$ cat config.mk
export PLATFORM = sky130hd
export DESIGN_NAME = isr_ctrl
export DESIGN_NICKNAME = d
export VERILOG_FILES = /design/src/isr_ctrl.v /design/src/isr_sync.v /design/src/isr_timer.v
export VERILOG_INCLUDE_DIRS = /design/src
export SDC_FILE = /design/constraint.sdc
export NUM_CORES = 1
export LEC_CHECK = 0
export ABC_AREA = 1
export ABC_CLOCK_PERIOD_IN_PS = 2800
export BUFFER_PORTS_ARGS = -buffer_cell sky130_fd_sc_hd__buf_2
export CELL_PAD_IN_SITES_DETAIL_PLACEMENT = 1
export CELL_PAD_IN_SITES_GLOBAL_PLACEMENT = 1
export CORE_MARGIN = 2
export CORE_UTILIZATION = 44
export DETAILED_ROUTE_END_ITERATION = 10
export GPL_TIMING_DRIVEN = 1
export HOLD_SLACK_MARGIN = 0.08
export PLACE_DENSITY_LB_ADDON = 0.1
export SETUP_SLACK_MARGIN = 0.02
export SLEW_MARGIN = 20
export SYNTH_ARGS = -nofsm -noshare
export SYNTH_HDL_FRONTEND = slang
export SYNTH_SLANG_ARGS = --single-unit
$ cat constraint.sdc
create_clock -name clk_sys -period 2.8 [get_ports clk_sys]
set_clock_uncertainty 0.1 [all_clocks]
set_input_delay 0.28 -clock clk_sys [delete_from_list [all_inputs] [get_ports clk_sys]]
set_output_delay 0.28 -clock clk_sys [all_outputs]
set_load 0.03 [all_outputs]
$ cat src/isr_defines.vh
// Constants of the start and reservation host controller
// Overview of operation
// - Wait the clock-select dependent period before reading master state flag.
// - Wait the clock-select dependent period before checking start-rejected flag.
// - To free the bus: clock select, then enable, then stop request.
// - Initial option 1 reads idle; confirm bus really free before first start.
// - Enable the controller only while clock and data lines are both high.
// - Program clock select before enable; change it only after disabling.
// - Start and stop request bits must be cleared before set again.
// - With a reservation, enable stop interrupt; then data write releases wait.
// - Transmitting slave supplies bytes while master acknowledges; ends without acknowledge.
// - Receiving slave withholds acknowledge after last byte; master then stops.
`ifndef ISR_DEFINES_VH
`define ISR_DEFINES_VH

// Register word indices
`define ISR_REG_CTRL      3'h0
`define ISR_REG_STATUS    3'h1
`define ISR_REG_TXDATA    3'h2
`define ISR_REG_IRQ_STAT  3'h3
`define ISR_REG_IRQ_MASK  3'h4
`define ISR_REG_SLV_CFG   3'h5
`define ISR_REG_RXDATA    3'h6

// Control field positions
`define ISR_CTRL_EN       0
`define ISR_CTRL_RSVDIS   1
`define ISR_CTRL_STCEN    2
`define ISR_CTRL_MULTI    3
`define ISR_CTRL_CLK_LO   4
`define ISR_CTRL_CLK_HI   7
`define ISR_CTRL_START    8
`define ISR_CTRL_STOP     9
`define ISR_CTRL_RELEASE  10
`define ISR_CTRL_RESET    11'h000

// Interrupt event bit positions
`define ISR_EV_MASTER     0
`define ISR_EV_RESERVED   1
`define ISR_EV_REJECTED   2
`define ISR_EV_STOP       3
`define ISR_EV_SLV_TX     4
`define ISR_EV_SLV_DONE   5
`define ISR_EV_W          6

// Master state flag wait periods in fxx clocks, index {clx,smc,cl1,cl0}
`define ISR_MW_0          8'h2E
`define ISR_MW_1          8'h56
`define ISR_MW_2          8'h2B
`define ISR_MW_3          8'h66
`define ISR_MW_45         8'h1E
`define ISR_MW_6          8'h0F
`define ISR_MW_7          8'h24
`define ISR_MW_CD         8'h12
`define ISR_MW_E          8'h09

// Start rejected flag wait periods in fxx clocks, index {cl1,cl0}
`define ISR_RW_HALF       8'h06
`define ISR_RW_FULL       8'h03
`define ISR_RW_THIRD      8'h09

// Bus idle frame: nine link clocks of 800 ns, system clock 100 ns
`define ISR_FRAME_NS      7200
`define ISR_CLK_NS        100

`endif

$ cat src/isr_ctrl.v
// Host controller driving the start, reservation and slave handshake of a two-wire bus controller
//
// Added by the designer: the Avalon-MM interface to the registers and the placing of the registers.
`timescale 1ns/100ps
`default_nettype none
`include "isr_defines.vh"
module isr_ctrl #(
	parameter FRAME_CYCLES = (`ISR_FRAME_NS + `ISR_CLK_NS - 1) / `ISR_CLK_NS
) (
	// Clock and reset
	input  wire        clk_sys,
	input  wire        resetn,
	// Avalon-MM slave
	input  wire [2:0]  avs_address,
	input  wire        avs_read,
	input  wire        avs_write,
	input  wire [31:0] avs_writedata,
	output reg  [31:0] avs_readdata,
	output reg         avs_waitrequest,
	output reg         irq,
	// Bus lines, observed only
	input  wire        serial_clock_line,
	input  wire        serial_data_line,
	// Controls to the bus controller
	output reg         controller_enable,
	output reg         reservation_disable,
	output reg         initial_bus_state_option,
	output reg         stop_irq_enable,
	output reg         clock_extend_select,
	output reg         speed_mode_select,
	output reg         clock_select_hi,
	output reg         clock_select_lo,
	output reg         start_request,
	output reg         stop_request,
	output reg         bus_release_request,
	output reg         shift_data_write,
	output reg  [7:0]  shift_data_reg,
	output reg         ack_enable,
	// Status from the bus controller
	input  wire        master_state_flag,
	input  wire        start_detected_flag,
	input  wire        start_rejected_flag,
	input  wire        bus_busy_flag,
	input  wire        stop_detected_flag,
	input  wire        ack_detected_flag,
	input  wire        transmit_direction_flag,
	input  wire        transfer_event_irq,
	input  wire [7:0]  shift_data_in
);
	localparam ST_IDLE     = 3'h0;
	localparam ST_ENABLE   = 3'h1;
	localparam ST_FREE     = 3'h2;
	localparam ST_READY    = 3'h3;
	localparam ST_START    = 3'h4;
	localparam ST_WAITFLAG = 3'h5;
	localparam ST_RESERVED = 3'h6;
	localparam ST_MASTER   = 3'h7;

	// Table lookups for the flag wait periods
	function [7:0] master_wait;
		input [3:0] sel;
		begin
			case (sel)
				4'h0:       master_wait = `ISR_MW_0;
				4'h1:       master_wait = `ISR_MW_1;
				4'h2:       master_wait = `ISR_MW_2;
				4'h3:       master_wait = `ISR_MW_3;
				4'h4, 4'h5: master_wait = `ISR_MW_45;
				4'h6:       master_wait = `ISR_MW_6;
				4'h7:       master_wait = `ISR_MW_7;
				4'hC, 4'hD: master_wait = `ISR_MW_CD;
				4'hE:       master_wait = `ISR_MW_E;
				default:    master_wait = `ISR_MW_3;
			endcase
		end
	endfunction

	function [7:0] reject_wait;
		input [1:0] sel;
		begin
			case (sel)
				2'h2:    reject_wait = `ISR_RW_FULL;
				2'h3:    reject_wait = `ISR_RW_THIRD;
				default: reject_wait = `ISR_RW_HALF;
			endcase
		end
	endfunction

	reg  [2:0]             state;
	reg  [10:0]            ctrl;
	reg  [`ISR_EV_W-1:0]   irq_status;
	reg  [`ISR_EV_W-1:0]   irq_mask;
	reg  [7:0]             slv_rx_count;
	reg  [7:0]             slv_rx_left;
	reg  [7:0]             rx_data;
	reg  [7:0]             tx_byte;
	reg                    tx_pending;
	reg                    start_pend;
	reg                    stop_pend;
	reg                    release_pend;
	reg                    first_start;
	reg  [2:0]             outcome;
	reg  [15:0]            idle_count;
	reg                    bus_idle;
	reg                    event_prev;
	reg                    slave_active;
	reg                    timer_load;
	reg  [7:0]             timer_count;
	reg  [`ISR_EV_W-1:0]   events;
	wire [1:0]             lines;
	wire                   timer_done;
	wire                   event_pulse;
	wire                   acc;
	wire                   wr_ok;
	wire                   need_idle;
	wire [3:0]             clk_sel;

	isr_sync #(
		.WIDTH    (2)
	) u_sync (
		.clk_sys  (clk_sys),
		.resetn   (resetn),
		.async_in ({serial_clock_line, serial_data_line}),
		.sync_out (lines)
	);

	isr_timer #(
		.WIDTH    (8)
	) u_timer (
		.clk_sys  (clk_sys),
		.resetn   (resetn),
		.load     (timer_load),
		.count    (timer_count),
		.done     (timer_done)
	);

	assign clk_sel     = {clock_extend_select, speed_mode_select, clock_select_hi, clock_select_lo};
	assign event_pulse = transfer_event_irq & ~event_prev;
	assign need_idle   = ctrl[`ISR_CTRL_MULTI] | (initial_bus_state_option & first_start);
	// A second byte stalls the bus until the first has gone
	assign acc   = (avs_read | avs_write) & avs_waitrequest &
		~(avs_write & (avs_address == `ISR_REG_TXDATA) & tx_pending);
	assign wr_ok = avs_write & ~avs_waitrequest;

	// Bus slave handshake and read data
	always @(posedge clk_sys) begin
		if (!resetn) begin
			avs_waitrequest <= 1'b1;
			avs_readdata    <= 32'h00000000;
		end else begin
			avs_waitrequest <= ~acc;
			if (acc && avs_read) begin
				case (avs_address)
					`ISR_REG_CTRL:     avs_readdata <= {21'h000000, 3'h0, ctrl[7:0]};
					`ISR_REG_STATUS:   avs_readdata <= {21'h000000, state, 1'b0, tx_pending,
						master_state_flag, bus_busy_flag, bus_idle, outcome};
					`ISR_REG_IRQ_STAT: avs_readdata <= {26'h0000000, irq_status};
					`ISR_REG_IRQ_MASK: avs_readdata <= {26'h0000000, irq_mask};
					`ISR_REG_SLV_CFG:  avs_readdata <= {24'h000000, slv_rx_count};
					`ISR_REG_RXDATA:   avs_readdata <= {24'h000000, rx_data};
					default:           avs_readdata <= 32'h00000000;
				endcase
			end
		end
	end

	// Software registers, commands and sticky interrupt status
	always @(posedge clk_sys) begin
		if (!resetn) begin
			ctrl         <= `ISR_CTRL_RESET;
			irq_mask     <= {`ISR_EV_W{1'b0}};
			irq_status   <= {`ISR_EV_W{1'b0}};
			slv_rx_count <= 8'h00;
			irq          <= 1'b0;
		end else begin
			if (wr_ok && avs_address == `ISR_REG_CTRL)
				ctrl <= {3'h0, avs_writedata[7:0]};
			if (wr_ok && avs_address == `ISR_REG_IRQ_MASK)
				irq_mask <= avs_writedata[`ISR_EV_W-1:0];
			if (wr_ok && avs_address == `ISR_REG_SLV_CFG)
				slv_rx_count <= avs_writedata[7:0];
			// A new event wins over a clearing write in the same cycle
			if (wr_ok && avs_address == `ISR_REG_IRQ_STAT)
				irq_status <= (irq_status & ~avs_writedata[`ISR_EV_W-1:0]) | events;
			else
				irq_status <= irq_status | events;
			irq <= |(irq_status & irq_mask);
		end
	end

	// Bus idle detector for multimaster use and first start
	always @(posedge clk_sys) begin
		if (!resetn) begin
			idle_count <= 16'h0000;
			bus_idle   <= 1'b0;
		end else if (lines != 2'b11) begin
			idle_count <= 16'h0000;
			bus_idle   <= 1'b0;
		end else if (idle_count >= FRAME_CYCLES[15:0] - 16'h0001) begin
			bus_idle   <= 1'b1;
		end else begin
			idle_count <= idle_count + 16'h0001;
		end
	end

	// Main sequencer
	always @(posedge clk_sys) begin
		if (!resetn) begin
			state                    <= ST_IDLE;
			controller_enable        <= 1'b0;
			reservation_disable      <= 1'b0;
			initial_bus_state_option <= 1'b0;
			stop_irq_enable          <= 1'b0;
			clock_extend_select      <= 1'b0;
			speed_mode_select        <= 1'b0;
			clock_select_hi          <= 1'b0;
			clock_select_lo          <= 1'b0;
			start_request            <= 1'b0;
			stop_request             <= 1'b0;
			bus_release_request      <= 1'b0;
			shift_data_write         <= 1'b0;
			shift_data_reg           <= 8'h00;
			ack_enable               <= 1'b1;
			tx_byte                  <= 8'h00;
			tx_pending               <= 1'b0;
			start_pend               <= 1'b0;
			stop_pend                <= 1'b0;
			release_pend             <= 1'b0;
			first_start              <= 1'b1;
			outcome                  <= 3'h0;
			event_prev               <= 1'b0;
			slave_active             <= 1'b0;
			slv_rx_left              <= 8'h00;
			rx_data                  <= 8'h00;
			timer_load               <= 1'b0;
			timer_count              <= 8'h00;
			events                   <= {`ISR_EV_W{1'b0}};
		end else begin
			// Request bits are single pulses, so each is low again before reuse
			start_request       <= 1'b0;
			stop_request        <= 1'b0;
			bus_release_request <= 1'b0;
			shift_data_write    <= 1'b0;
			timer_load          <= 1'b0;
			events              <= {`ISR_EV_W{1'b0}};
			event_prev          <= transfer_event_irq;
			if (wr_ok && avs_address == `ISR_REG_TXDATA) begin
				tx_byte    <= avs_writedata[7:0];
				tx_pending <= 1'b1;
			end
			if (wr_ok && avs_address == `ISR_REG_CTRL) begin
				if (avs_writedata[`ISR_CTRL_START])
					start_pend <= 1'b1;
				if (avs_writedata[`ISR_CTRL_STOP])
					stop_pend <= 1'b1;
				if (avs_writedata[`ISR_CTRL_RELEASE])
					release_pend <= 1'b1;
			end
			if (event_pulse && stop_detected_flag)
				events[`ISR_EV_STOP] <= 1'b1;
			if (!ctrl[`ISR_CTRL_EN] && state != ST_IDLE) begin
				state             <= ST_IDLE;
				controller_enable <= 1'b0;
				start_pend        <= 1'b0;
				stop_pend         <= 1'b0;
				slave_active      <= 1'b0;
			end else begin
				case (state)
					ST_IDLE: begin
						// Clock selection only follows software while disabled
						{clock_extend_select, speed_mode_select, clock_select_hi, clock_select_lo}
							<= ctrl[`ISR_CTRL_CLK_HI:`ISR_CTRL_CLK_LO];
						reservation_disable      <= ctrl[`ISR_CTRL_RSVDIS];
						initial_bus_state_option <= ctrl[`ISR_CTRL_STCEN];
						first_start              <= 1'b1;
						if (ctrl[`ISR_CTRL_EN])
							state <= ST_ENABLE;
					end
					ST_ENABLE: begin
						if (lines == 2'b11) begin
							controller_enable <= 1'b1;
							stop_pend         <= 1'b0;
							state <= initial_bus_state_option ? ST_READY : ST_FREE;
						end
					end
					ST_FREE: begin
						// Busy reads set after enable; a stop request frees it
						if (!stop_pend) begin
							stop_request <= 1'b1;
							stop_pend    <= 1'b1;
						end else if (!stop_request && !bus_busy_flag) begin
							stop_pend <= 1'b0;
							state     <= ST_READY;
						end
					end
					ST_READY: begin
						if (release_pend) begin
							release_pend        <= 1'b0;
							bus_release_request <= 1'b1;
							slave_active        <= 1'b0;
						end else if (start_pend && (!need_idle || bus_idle)) begin
							start_pend      <= 1'b0;
							first_start     <= 1'b0;
							// Stop interrupt lets a reserved start resume transfer
							stop_irq_enable <= 1'b1;
							start_request   <= 1'b1;
							state           <= ST_START;
						end else if (stop_pend) begin
							stop_pend    <= 1'b0;
							stop_request <= 1'b1;
						end
					end
					ST_START: begin
						timer_load  <= 1'b1;
						timer_count <= reservation_disable ? reject_wait(clk_sel[1:0])
							: master_wait(clk_sel);
						state       <= ST_WAITFLAG;
					end
					ST_WAITFLAG: begin
						if (timer_done) begin
							if (reservation_disable && start_rejected_flag) begin
								outcome <= 3'h4;
								events[`ISR_EV_REJECTED] <= 1'b1;
								state <= ST_READY;
							end else if (master_state_flag) begin
								outcome <= 3'h1;
								events[`ISR_EV_MASTER] <= 1'b1;
								state <= ST_MASTER;
							end else begin
								outcome <= 3'h2;
								events[`ISR_EV_RESERVED] <= 1'b1;
								state <= ST_RESERVED;
							end
						end
					end
					ST_RESERVED: begin
						// Data stays queued until the stop interrupt frees the bus
						if (event_pulse && stop_detected_flag) begin
							outcome <= 3'h1;
							events[`ISR_EV_MASTER] <= 1'b1;
							state <= ST_MASTER;
						end
					end
					ST_MASTER: begin
						if (stop_pend) begin
							stop_pend    <= 1'b0;
							stop_request <= 1'b1;
							state        <= ST_READY;
						end else if (start_pend) begin
							start_pend    <= 1'b0;
							start_request <= 1'b1;
							state         <= ST_START;
						end
					end
					default: state <= ST_IDLE;
				endcase
			end
			// Forward a queued byte only when a write is valid
			if (tx_pending && !shift_data_write &&
				(state == ST_MASTER || (slave_active && transmit_direction_flag))) begin
				shift_data_reg   <= tx_byte;
				shift_data_write <= 1'b1;
				tx_pending       <= 1'b0;
			end
			// Slave side handshake when the controller is not master
			if (event_pulse && state == ST_READY && !master_state_flag) begin
				if (stop_detected_flag) begin
					slave_active <= 1'b0;
					ack_enable   <= 1'b1;
				end else if (!slave_active && start_detected_flag) begin
					slave_active <= 1'b1;
					slv_rx_left  <= slv_rx_count;
					ack_enable   <= (slv_rx_count != 8'h00);
					events[`ISR_EV_SLV_TX] <= transmit_direction_flag;
				end else if (slave_active && transmit_direction_flag) begin
					if (ack_detected_flag) begin
						events[`ISR_EV_SLV_TX] <= 1'b1;
					end else begin
						slave_active <= 1'b0;
						events[`ISR_EV_SLV_DONE] <= 1'b1;
					end
				end else if (slave_active) begin
					rx_data <= shift_data_in;
					if (slv_rx_left != 8'h00)
						slv_rx_left <= slv_rx_left - 8'h01;
					// Withhold acknowledge on the byte after the last wanted one
					ack_enable <= (slv_rx_left > 8'h01);
					if (slv_rx_left <= 8'h01)
						events[`ISR_EV_SLV_DONE] <= 1'b1;
					shift_data_write <= 1'b0;
				end
			end
		end
	end
endmodule // isr_ctrl
`default_nettype wire

$ cat src/isr_sync.v
// Two-stage synchroniser for pin inputs
`timescale 1ns/100ps
`default_nettype none
module isr_sync #(
	parameter WIDTH = 2
) (
	// Clock and reset
	input  wire             clk_sys,
	input  wire             resetn,
	// Data
	input  wire [WIDTH-1:0] async_in,
	output reg  [WIDTH-1:0] sync_out
);
	reg [WIDTH-1:0] stage1;

	always @(posedge clk_sys) begin
		if (!resetn) begin
			stage1   <= {WIDTH{1'b1}};
			sync_out <= {WIDTH{1'b1}};
		end else begin
			stage1   <= async_in;
			sync_out <= stage1;
		end
	end
endmodule // isr_sync
`default_nettype wire

$ cat src/isr_timer.v
// Down-counting wait timer with a one-cycle done pulse
`timescale 1ns/100ps
`default_nettype none
module isr_timer #(
	parameter WIDTH = 8
) (
	// Clock and reset
	input  wire             clk_sys,
	input  wire             resetn,
	// Control
	input  wire             load,
	input  wire [WIDTH-1:0] count,
	output reg              done
);
	reg [WIDTH-1:0] remain;
	reg             running;

	always @(posedge clk_sys) begin
		if (!resetn) begin
			remain  <= {WIDTH{1'b0}};
			running <= 1'b0;
			done    <= 1'b0;
		end else begin
			done <= 1'b0;
			if (load) begin
				remain  <= count;
				running <= 1'b1;
			end else if (running) begin
				if (remain <= {{(WIDTH-1){1'b0}}, 1'b1}) begin
					running <= 1'b0;
					done    <= 1'b1;
				end else begin
					remain <= remain - {{(WIDTH-1){1'b0}}, 1'b1};
				end
			end
		end
	end
endmodule // isr_timer
`default_nettype wire

==> results.py, run 1 <==
metrics = {
    "critical_path": {
        "instance_count_on_the_critical_path": 9,
        "required_ns": 3.02,
        "worst_ep_arrival_time_ns": 2.42,
        "worstPathCellList": "nor2_2 -> nand2_1 -> inv_1 -> nor2_1 -> nor2_1 -> nand2_1 -> nand2_1 -> nand3_1 -> nand2_1",
        "r2r-start": "state[1]",
        "crit_fanout": 12,
        "setup.reg_to_reg.worst_slack_ns": 0.61,
        "cpPeakStageDelay_ns": 0.68,
        "path_delay_family": "simple AND/OR/NAND/NOR gates",
        "cp-startpoint": "state[1]",
        "crit_slowest_cell": "sky130_fd_sc_hd__dfxtp_1",
        "critical_path.startpoint_type": "flop",
        "critPathCaptureType": "flop",
        "worst-path-buf-inv": 1,
        "critical_path_class": "flop to flop",
        "critical_path.most_common_cell": "sky130_fd_sc_hd__nand2_1",
        "reg2regPathDepth": 9,
    },
    "final_layout": {
        "fin_nets": 1125,
        "syn2layout_area_growth_pct": 17.3,
        "layout-drive-gt1-share_pct": 14.3,
        "layout_top_registers": "idle_count: 16 flops, avs_readdata: 11 flops",
        "regMostFlops": "idle_count",
        "count_of_inserted_antenna_diode_cells": 0,
        "num-fill-cells": 2000,
        "multi_input_area_um2": 3220,
        "final_cell_area_um2": 8160,
        "area_of_all_sequential_standard_cells_um2": 3020,
        "number_of_flip_flops_in_the_largest_register": 16,
    },
    "clocking": {
        "cts_repair_resize_count": 0,
        "cts_setup_buffers": 0,
        "clk_root_buffer_cell": "sky130_fd_sc_hd__clkbuf_16",
        "cts_made_buffers": 17,
        "worst_setup_hold_path_clk_slew_ns": 0.06,
        "h-tree-depth": 4,
        "tritoncts": "done",
        "clk_latency_ns": 0.43,
        "cts_buffer_depth": 2,
        "cts_sinks": 151,
    },
    "global_route": {
        "top_usage_layer_grt": "met2",
        "antenna_found_initial": 0,
        "grt_max_degree": 55,
        "grt_remaining_overflow": 0,
        "grt_pass1_vias": 6583,
        "gr-usage-met3_pct": 5.37,
        "overall_fraction_of_global_route_tracks_in_use_pct": 25.3,
        "first_pass_grt_wire_length_um": 33100,
        "grtUsageMet1_pct": 32.4,
        "use_met2_pct": 44.1,
    },
    "placement": {
        "count_of_buffers_inserted_at_the_top_level_ports": 69,
        "post-dp-hpwl_um": 14200,
        "placement.setup.worst_slack_ns": 0.664,
        "postPlaceCellArea_um2": 7350,
        "gp_congestion": 0.851,
    },
    "detailed_routing": {
        "drc": 0,
        "post_drt_via_cell_ratio": 5.02,
        "routed-via-count": 6457,
        "routed_wl_um": 20200,
        "detailed_route_wire_length_per_cell_um": 15.7,
        "detailedRoute.firstPassIterationCount": 5,
        "detail-route-antenna-nets": 0,
        "drt_first_iter_violations": 295,
    },
    "timing": {
        "max_clock_freq_mhz": 456,
        "final.period_utilization_pct": 78.4,
        "grt_setup_unrepaired": "no",
        "finalHoldViolations": 0,
        "final.min_clock_period_ns": 2.19,
        "setup_slack_ns": 0.605,
        "totalNegativeSetupSlack_ns": 0,
        "timing.final.setup_violations": 0,
        "worstMarginPinSlew_ns": 0.667,
        "max-slew-margin-rel_pct": 55.3,
        "timing.final.max_slew_violations": 0,
    },
    "yosys": {
        "avgSynthCellArea_um2": 7.10,
        "synth_enable_flop_cells": 0,
        "yosysSeqAreaShare_pct": 43.4,
        "synth_area_leader_cell": "sky130_fd_sc_hd__dfxtp_1",
        "mapped_cell_area_um2": 6960,
        "synth.top_cells.by_area": "sky130_fd_sc_hd__dfxtp_1, sky130_fd_sc_hd__nand2_1, sky130_fd_sc_hd__nor2_1, sky130_fd_sc_hd__o21ai_0, sky130_fd_sc_hd__inv_1",
        "synthesis.yosys.warnings": 0,
        "synth_seq_cells": 151,
        "ys_dominant_reg_cell": "sky130_fd_sc_hd__dfxtp_1",
        "yosys.area.top_type_share_pct": 43.4,
        "synth_cell_type_count": 46,
        "synthCells": 980,
        "ys_async_sr_fraction_pct": 0,
    },
    "floorplanning": {
        "rows": 45,
        "floorplan.initialDensity_pct": 45.4,
        "die_area_um2": 16800,
        "core_area_um2": 15300,
        "io-pin-count": 112,
        "chipWidth_um": 130,
        "floorplan.die.height_um": 130,
    },
    "min_path": {
        "number_of_cells_on_the_worst_hold_path": 3,
        "worst_min_delay_path_class": "input pin to flop",
    },
    "flow_run": {
        "cap_viol_max_count": 0,
    },
    "power_and_ir_drop": {
        "cellLeakagePower_nw": 3.53,
        "maximum_vdd_drop_uv": 512,
        "power_density_nw_per_um2": 706,
    },
    "run_status": {
        "run_status": "finished, final reports clean",
    },
}
[worst min-delay path: stages]
cell and delay (ns):
sky130_fd_sc_hd__buf_2 0.16, sky130_fd_sc_hd__nor2_1 0.07, sky130_fd_sc_hd__nor2_1 0.09
[where the power goes]
group,switching (mW),internal [mW],total (mW)
Combinational,0.749,0.300,1.05
Sequential,0.0975,2.27,2.36
Clock,0.923,1.43,2.35
Total,1.77,4.00,5.77
[cells in the final DEF, fill, tap and decap left out, types with 17 or more instances in the layout]
cell                            count
sky130_fd_sc_hd__a21oi_1           75
sky130_fd_sc_hd__buf_2             69
sky130_fd_sc_hd__clkbuf_16         17
sky130_fd_sc_hd__conb_1            21
sky130_fd_sc_hd__dfxtp_1          151
sky130_fd_sc_hd__dlygate4sd3_1     20
sky130_fd_sc_hd__inv_1            111
sky130_fd_sc_hd__nand2_1          210
sky130_fd_sc_hd__nand3_1           57
sky130_fd_sc_hd__nand4_1           23
sky130_fd_sc_hd__nor2_1           124
sky130_fd_sc_hd__o21ai_0           89
[metrics by stage]
stage | power (mW) | utilization, % | cells | hold WS (ns)
after CTS | 5.80 | 53.3 | 1287 | 0.0879
after detailed placement | 3.42 | 48.0 | 1235 | 0.317
final | 5.77 | 53.3 | 1287 | 0.102
after global placement | 3.39 | 48.0 | 1235 | 0.295
after global routing | 6.04 | 53.3 | 1287 | 0.102
after floorplan | 3.21 | - | 1000 | 0.256
[Yosys cell counts (5+ instances only)]
cell type	count
sky130_fd_sc_hd__a21oi_1	75
sky130_fd_sc_hd__a31oi_1	5
sky130_fd_sc_hd__buf_2	14
sky130_fd_sc_hd__buf_4	24
sky130_fd_sc_hd__buf_6	5
sky130_fd_sc_hd__clkbuf_1	6
sky130_fd_sc_hd__dfxtp_1	151
sky130_fd_sc_hd__ha_1	5
sky130_fd_sc_hd__inv_1	112
sky130_fd_sc_hd__inv_2	9
sky130_fd_sc_hd__nand2_1	210
sky130_fd_sc_hd__nand2_2	6
sky130_fd_sc_hd__nand3_1	57
sky130_fd_sc_hd__nand4_1	23
sky130_fd_sc_hd__nor2_1	124
sky130_fd_sc_hd__nor2_2	5
sky130_fd_sc_hd__nor3_1	10
sky130_fd_sc_hd__o21ai_0	89
sky130_fd_sc_hd__or2_2	6
[worst min path at each step]
stage / startpoint / to
floorplan: stop_detected_flag / events[4]
global placement: u_sync.stage1[1] / u_sync.sync_out[1]
detailed placement: u_sync.stage1[1] / u_sync.sync_out[1]
CTS: avs_writedata[0] / irq_mask[0]
global route: avs_writedata[7] / tx_byte[7]
finish: avs_writedata[0] / irq_mask[0]
[per-layer routing]
layer | up-vias | share of wire, %
li1 | 3286 | -
met2 | 82 | 50
met5 | - | 0
met1 | 3072 | 46
met3 | 17 | 2.9
met4 | 0 | 0.84
[kinds of logic after synthesis]
group / share of synthesized area [%]
fa+ha+maj: 1.04
buf+inv: 11.4
compound gates: 14.3
other cells: 0.0539
xor+xnor: 0.629
simple gates: 29.2
flops: 43.4
[area by class of cell]
class / instances / share of cell area [%]
Tap cell: 211 / 3.23
Inverter: 121 / 5.56
Sequential cell: 151 / 37.0
Multi-Input combinational cell: 677 / 39.4
Clock inverter: 10 / 1.44
Clock buffer: 22 / 6.05
Timing Repair Buffer: 95 / 7.23
[repair_timing]
item / CTS / global route
hold endpoints to repair: 19 / 0
setup endpoints to repair: 0 / 0
hold buffers: 20 / 0
Power figures use the tool's default switching activity.
==> inputs of run 2 (changes only) <==
--- a/config.mk
+++ b/config.mk
@@ -7,12 +7,12 @@
 export NUM_CORES = 1
 export LEC_CHECK = 0
 export ABC_AREA = 1
-export ABC_CLOCK_PERIOD_IN_PS = 2800
+export ABC_CLOCK_PERIOD_IN_PS = 2200
 export BUFFER_PORTS_ARGS = -buffer_cell sky130_fd_sc_hd__buf_2
 export CELL_PAD_IN_SITES_DETAIL_PLACEMENT = 1
 export CELL_PAD_IN_SITES_GLOBAL_PLACEMENT = 1
 export CORE_MARGIN = 2
-export CORE_UTILIZATION = 44
+export CORE_UTILIZATION = 41
 export DETAILED_ROUTE_END_ITERATION = 10
 export GPL_TIMING_DRIVEN = 1
 export HOLD_SLACK_MARGIN = 0.08
==> constraint.sdc (replaced) <==
create_clock -name clk_sys -period 2.2 [get_ports clk_sys]
set_clock_uncertainty 0.1 [all_clocks]
set_input_delay 0.22 -clock clk_sys [delete_from_list [all_inputs] [get_ports clk_sys]]
set_output_delay 0.22 -clock clk_sys [all_outputs]
set_load 0.03 [all_outputs]
==> run 2 against run 1 <==
Via count barely moved. Register-to-register slack got worse by 0.25 ns. Count of clock-buffer cells in the layout rose by 1. Flip-flop and latch count did not move. Sequential power rose by 27%. Critical path type is now input pin to flop. Die area rose by 7.1%. Clock power rose by 28%. Worst hold slack got worse by 0.0059 ns. Power rose by 28%.
==> results.py, run 2 (synthesis gave the netlist of run 1 again) <==
metrics = {
    "critical_path": {
        "r2r-start": "u_timer.remain[0]",
        "worst_setup_path_endpoint": "slv_rx_left[4]",
        "critical_path_class": "input pin to flop",
        "crit_slowest_cell": "sky130_fd_sc_hd__dlygate4sd3_1",
        "cp-startpoint": "master_state_flag",
        "worst_ep_arrival_time_ns": 2.10,
        "critPathCaptureType": "flop",
        "instance_count_on_the_critical_path": 10,
        "setup.reg_to_reg.worst_slack_ns": 0.36,
        "required_ns": 2.42,
        "worstPathCellList": "dlygate4sd3_1 -> buf_2 -> inv_1 -> nand3_1 -> nor2_8 -> nand3_1 -> nand2_2 -> inv_1 -> nor2_1 -> nor2_1",
        "cpPeakStageDelay_ns": 0.53,
        "path_delay_family": "buffers and inverters",
        "crit_fanout": 12,
        "critical_path.startpoint_type": "input pin",
        "reg2regPathDepth": 10,
        "worst-path-buf-inv": 4,
        "timing.rr.end": "u_timer.remain[4]",
    },
    "clocking": {
        "clk_root_buffer_cell": "sky130_fd_sc_hd__clkbuf_16",
        "worst_setup_hold_path_clk_slew_ns": 0.06,
        "cts_made_buffers": 17,
        "clk_latency_ns": 0.43,
        "h-tree-depth": 4,
        "tritoncts": "done",
        "cts_sinks": 151,
        "cts_setup_buffers": 0,
        "cts_buffer_depth": 2,
    },
    "final_layout": {
        "count_of_inserted_antenna_diode_cells": 0,
        "final_cell_area_um2": 8290,
        "regMostFlops": "idle_count",
        "layout.cells.most_common_list": "sky130_fd_sc_hd__nand2_1, sky130_fd_sc_hd__dfxtp_1, sky130_fd_sc_hd__nor2_1",
        "num-fill-cells": 2206,
        "fin_nets": 1139,
        "syn2layout_area_growth_pct": 19.2,
        "layout_top_registers": "idle_count: 16 flops, avs_readdata: 11 flops",
        "area_of_all_sequential_standard_cells_um2": 3020,
        "multi_input_area_um2": 3220,
        "final_common_cell": "sky130_fd_sc_hd__nand2_1",
        "layout-drive-gt1-share_pct": 14.9,
        "number_of_flip_flops_in_the_largest_register": 16,
    },
    "timing": {
        "timing.final.setup_violations": 0,
        "finalHoldViolations": 0,
        "final.period_utilization_pct": 85.2,
        "max_clock_freq_mhz": 534,
        "final.min_clock_period_ns": 1.87,
        "max-slew-margin-rel_pct": 62.7,
        "fin_worst_hold_slack_ns": 0.0958,
        "grt_setup_unrepaired": "no",
        "totalNegativeSetupSlack_ns": 0,
        "timing.final.max_slew_violations": 0,
        "worstMarginPinSlew_ns": 0.559,
    },
    "power_and_ir_drop": {
        "maximum_vdd_drop_uv": 536,
        "power_density_nw_per_um2": 891,
        "cellLeakagePower_nw": 3.58,
    },
    "detailed_routing": {
        "drc": 0,
        "routed_wl_um": 19800,
        "detailedRoute.firstPassIterationCount": 4,
        "detailed_route_wire_length_per_cell_um": 15.1,
        "drt_first_iter_violations": 327,
        "post_drt_via_cell_ratio": 4.93,
        "detail-route-antenna-nets": 0,
        "routed-via-count": 6454,
    },
    "floorplanning": {
        "io-pin-count": 112,
        "core_area_um2": 16600,
        "floorplan.die.height_um": 134,
        "die_area_um2": 18000,
        "rows": 47,
        "floorplan.initialDensity_pct": 42.0,
        "chipWidth_um": 134,
    },
    "global_route": {
        "first_pass_grt_wire_length_um": 32800,
        "grt_pass1_vias": 6377,
        "antenna_found_initial": 0,
        "overall_fraction_of_global_route_tracks_in_use_pct": 23.1,
        "grt_max_degree": 58,
        "grt_remaining_overflow": 0,
    },
    "placement": {
        "postPlaceCellArea_um2": 7430,
        "gp_congestion": 0.840,
        "count_of_buffers_inserted_at_the_top_level_ports": 69,
        "post-dp-hpwl_um": 14300,
    },
    "flow_run": {
        "cap_viol_max_count": 0,
    },
    "min_path": {
        "worst_min_delay_path_class": "input pin to flop",
    },
    "run_status": {
        "run_status": "finished, final reports clean",
    },
}
## run 2: worst min path at each step
stage / from / endpoint / slack (ns) / cells past startpoint
after global placement: u_sync.stage1[1] / u_sync.sync_out[1] / 0.30 / 1
final: avs_writedata[9] / stop_pend / 0.1 / 5
after floorplan: stop_detected_flag / events[4] / 0.20 / 1
after detailed placement: u_sync.stage1[0] / u_sync.sync_out[0] / 0.30 / 1
after global routing: start_rejected_flag / events[2] / 0.12 / 3
after CTS: ack_detected_flag / events[4] / 0.09 / 5
## run 2: what timing repair did
| item | in CTS | in global routing |
|---|---|---|
| hold buffers | 25 | 0 |
| resized for setup | 0 | 0 |
| endpoints found under the hold margin | 30 | 0 |
## run 2: where the power goes
group / switching (mW) / total (mW) / internal [mW] / leakage (nW)
Sequential: 0.107 / 2.99 / 2.88 / 1.22
Clock: 1.18 / 3.00 / 1.83 / 0.284
Combinational: 0.972 / 1.40 / 0.424 / 2.07
## run 2: routing by layer
metal  up-vias  global-route usage (%)  routed length, µm
met5         -                       0                  0
met4         0                    5.96                193
met3        14                    4.35                695
met2        89                    37.8               9310
met1      3037                    31.4               9610
li1       3314                       -                  -
## run 2: final cells by class
class	count	share of cell area, %
clock buffer	23	6.00
clock inverter	9	1.39
timing repair buffer	109	8.54
tap	220	3.32
sequential	151	36.4
multi-input combinational	677	38.8
inverter	121	5.48
## run 2: worst min-delay path, delay by kind of cell
kind / cells / cell delay (ns)
AO/OA/AOI/OAI: 1 / 0.07
buffers and inverters: 2 / 0.16
AND/OR/NAND/NOR: 2 / 0.13
## run 2: stage by stage
stage / util (%) / setup WS [ns] / power [mW] / std cells
floorplan: - / 0.641 / 4.09 / 1000
global placement: 44.8 / 0.373 / 4.39 / 1253
finish: 50.0 / 0.326 / 7.39 / 1310
CTS: 50.0 / 0.331 / 7.45 / 1310
detailed placement: 44.8 / 0.349 / 4.41 / 1253
global route: 50.0 / 0.138 / 7.78 / 1310
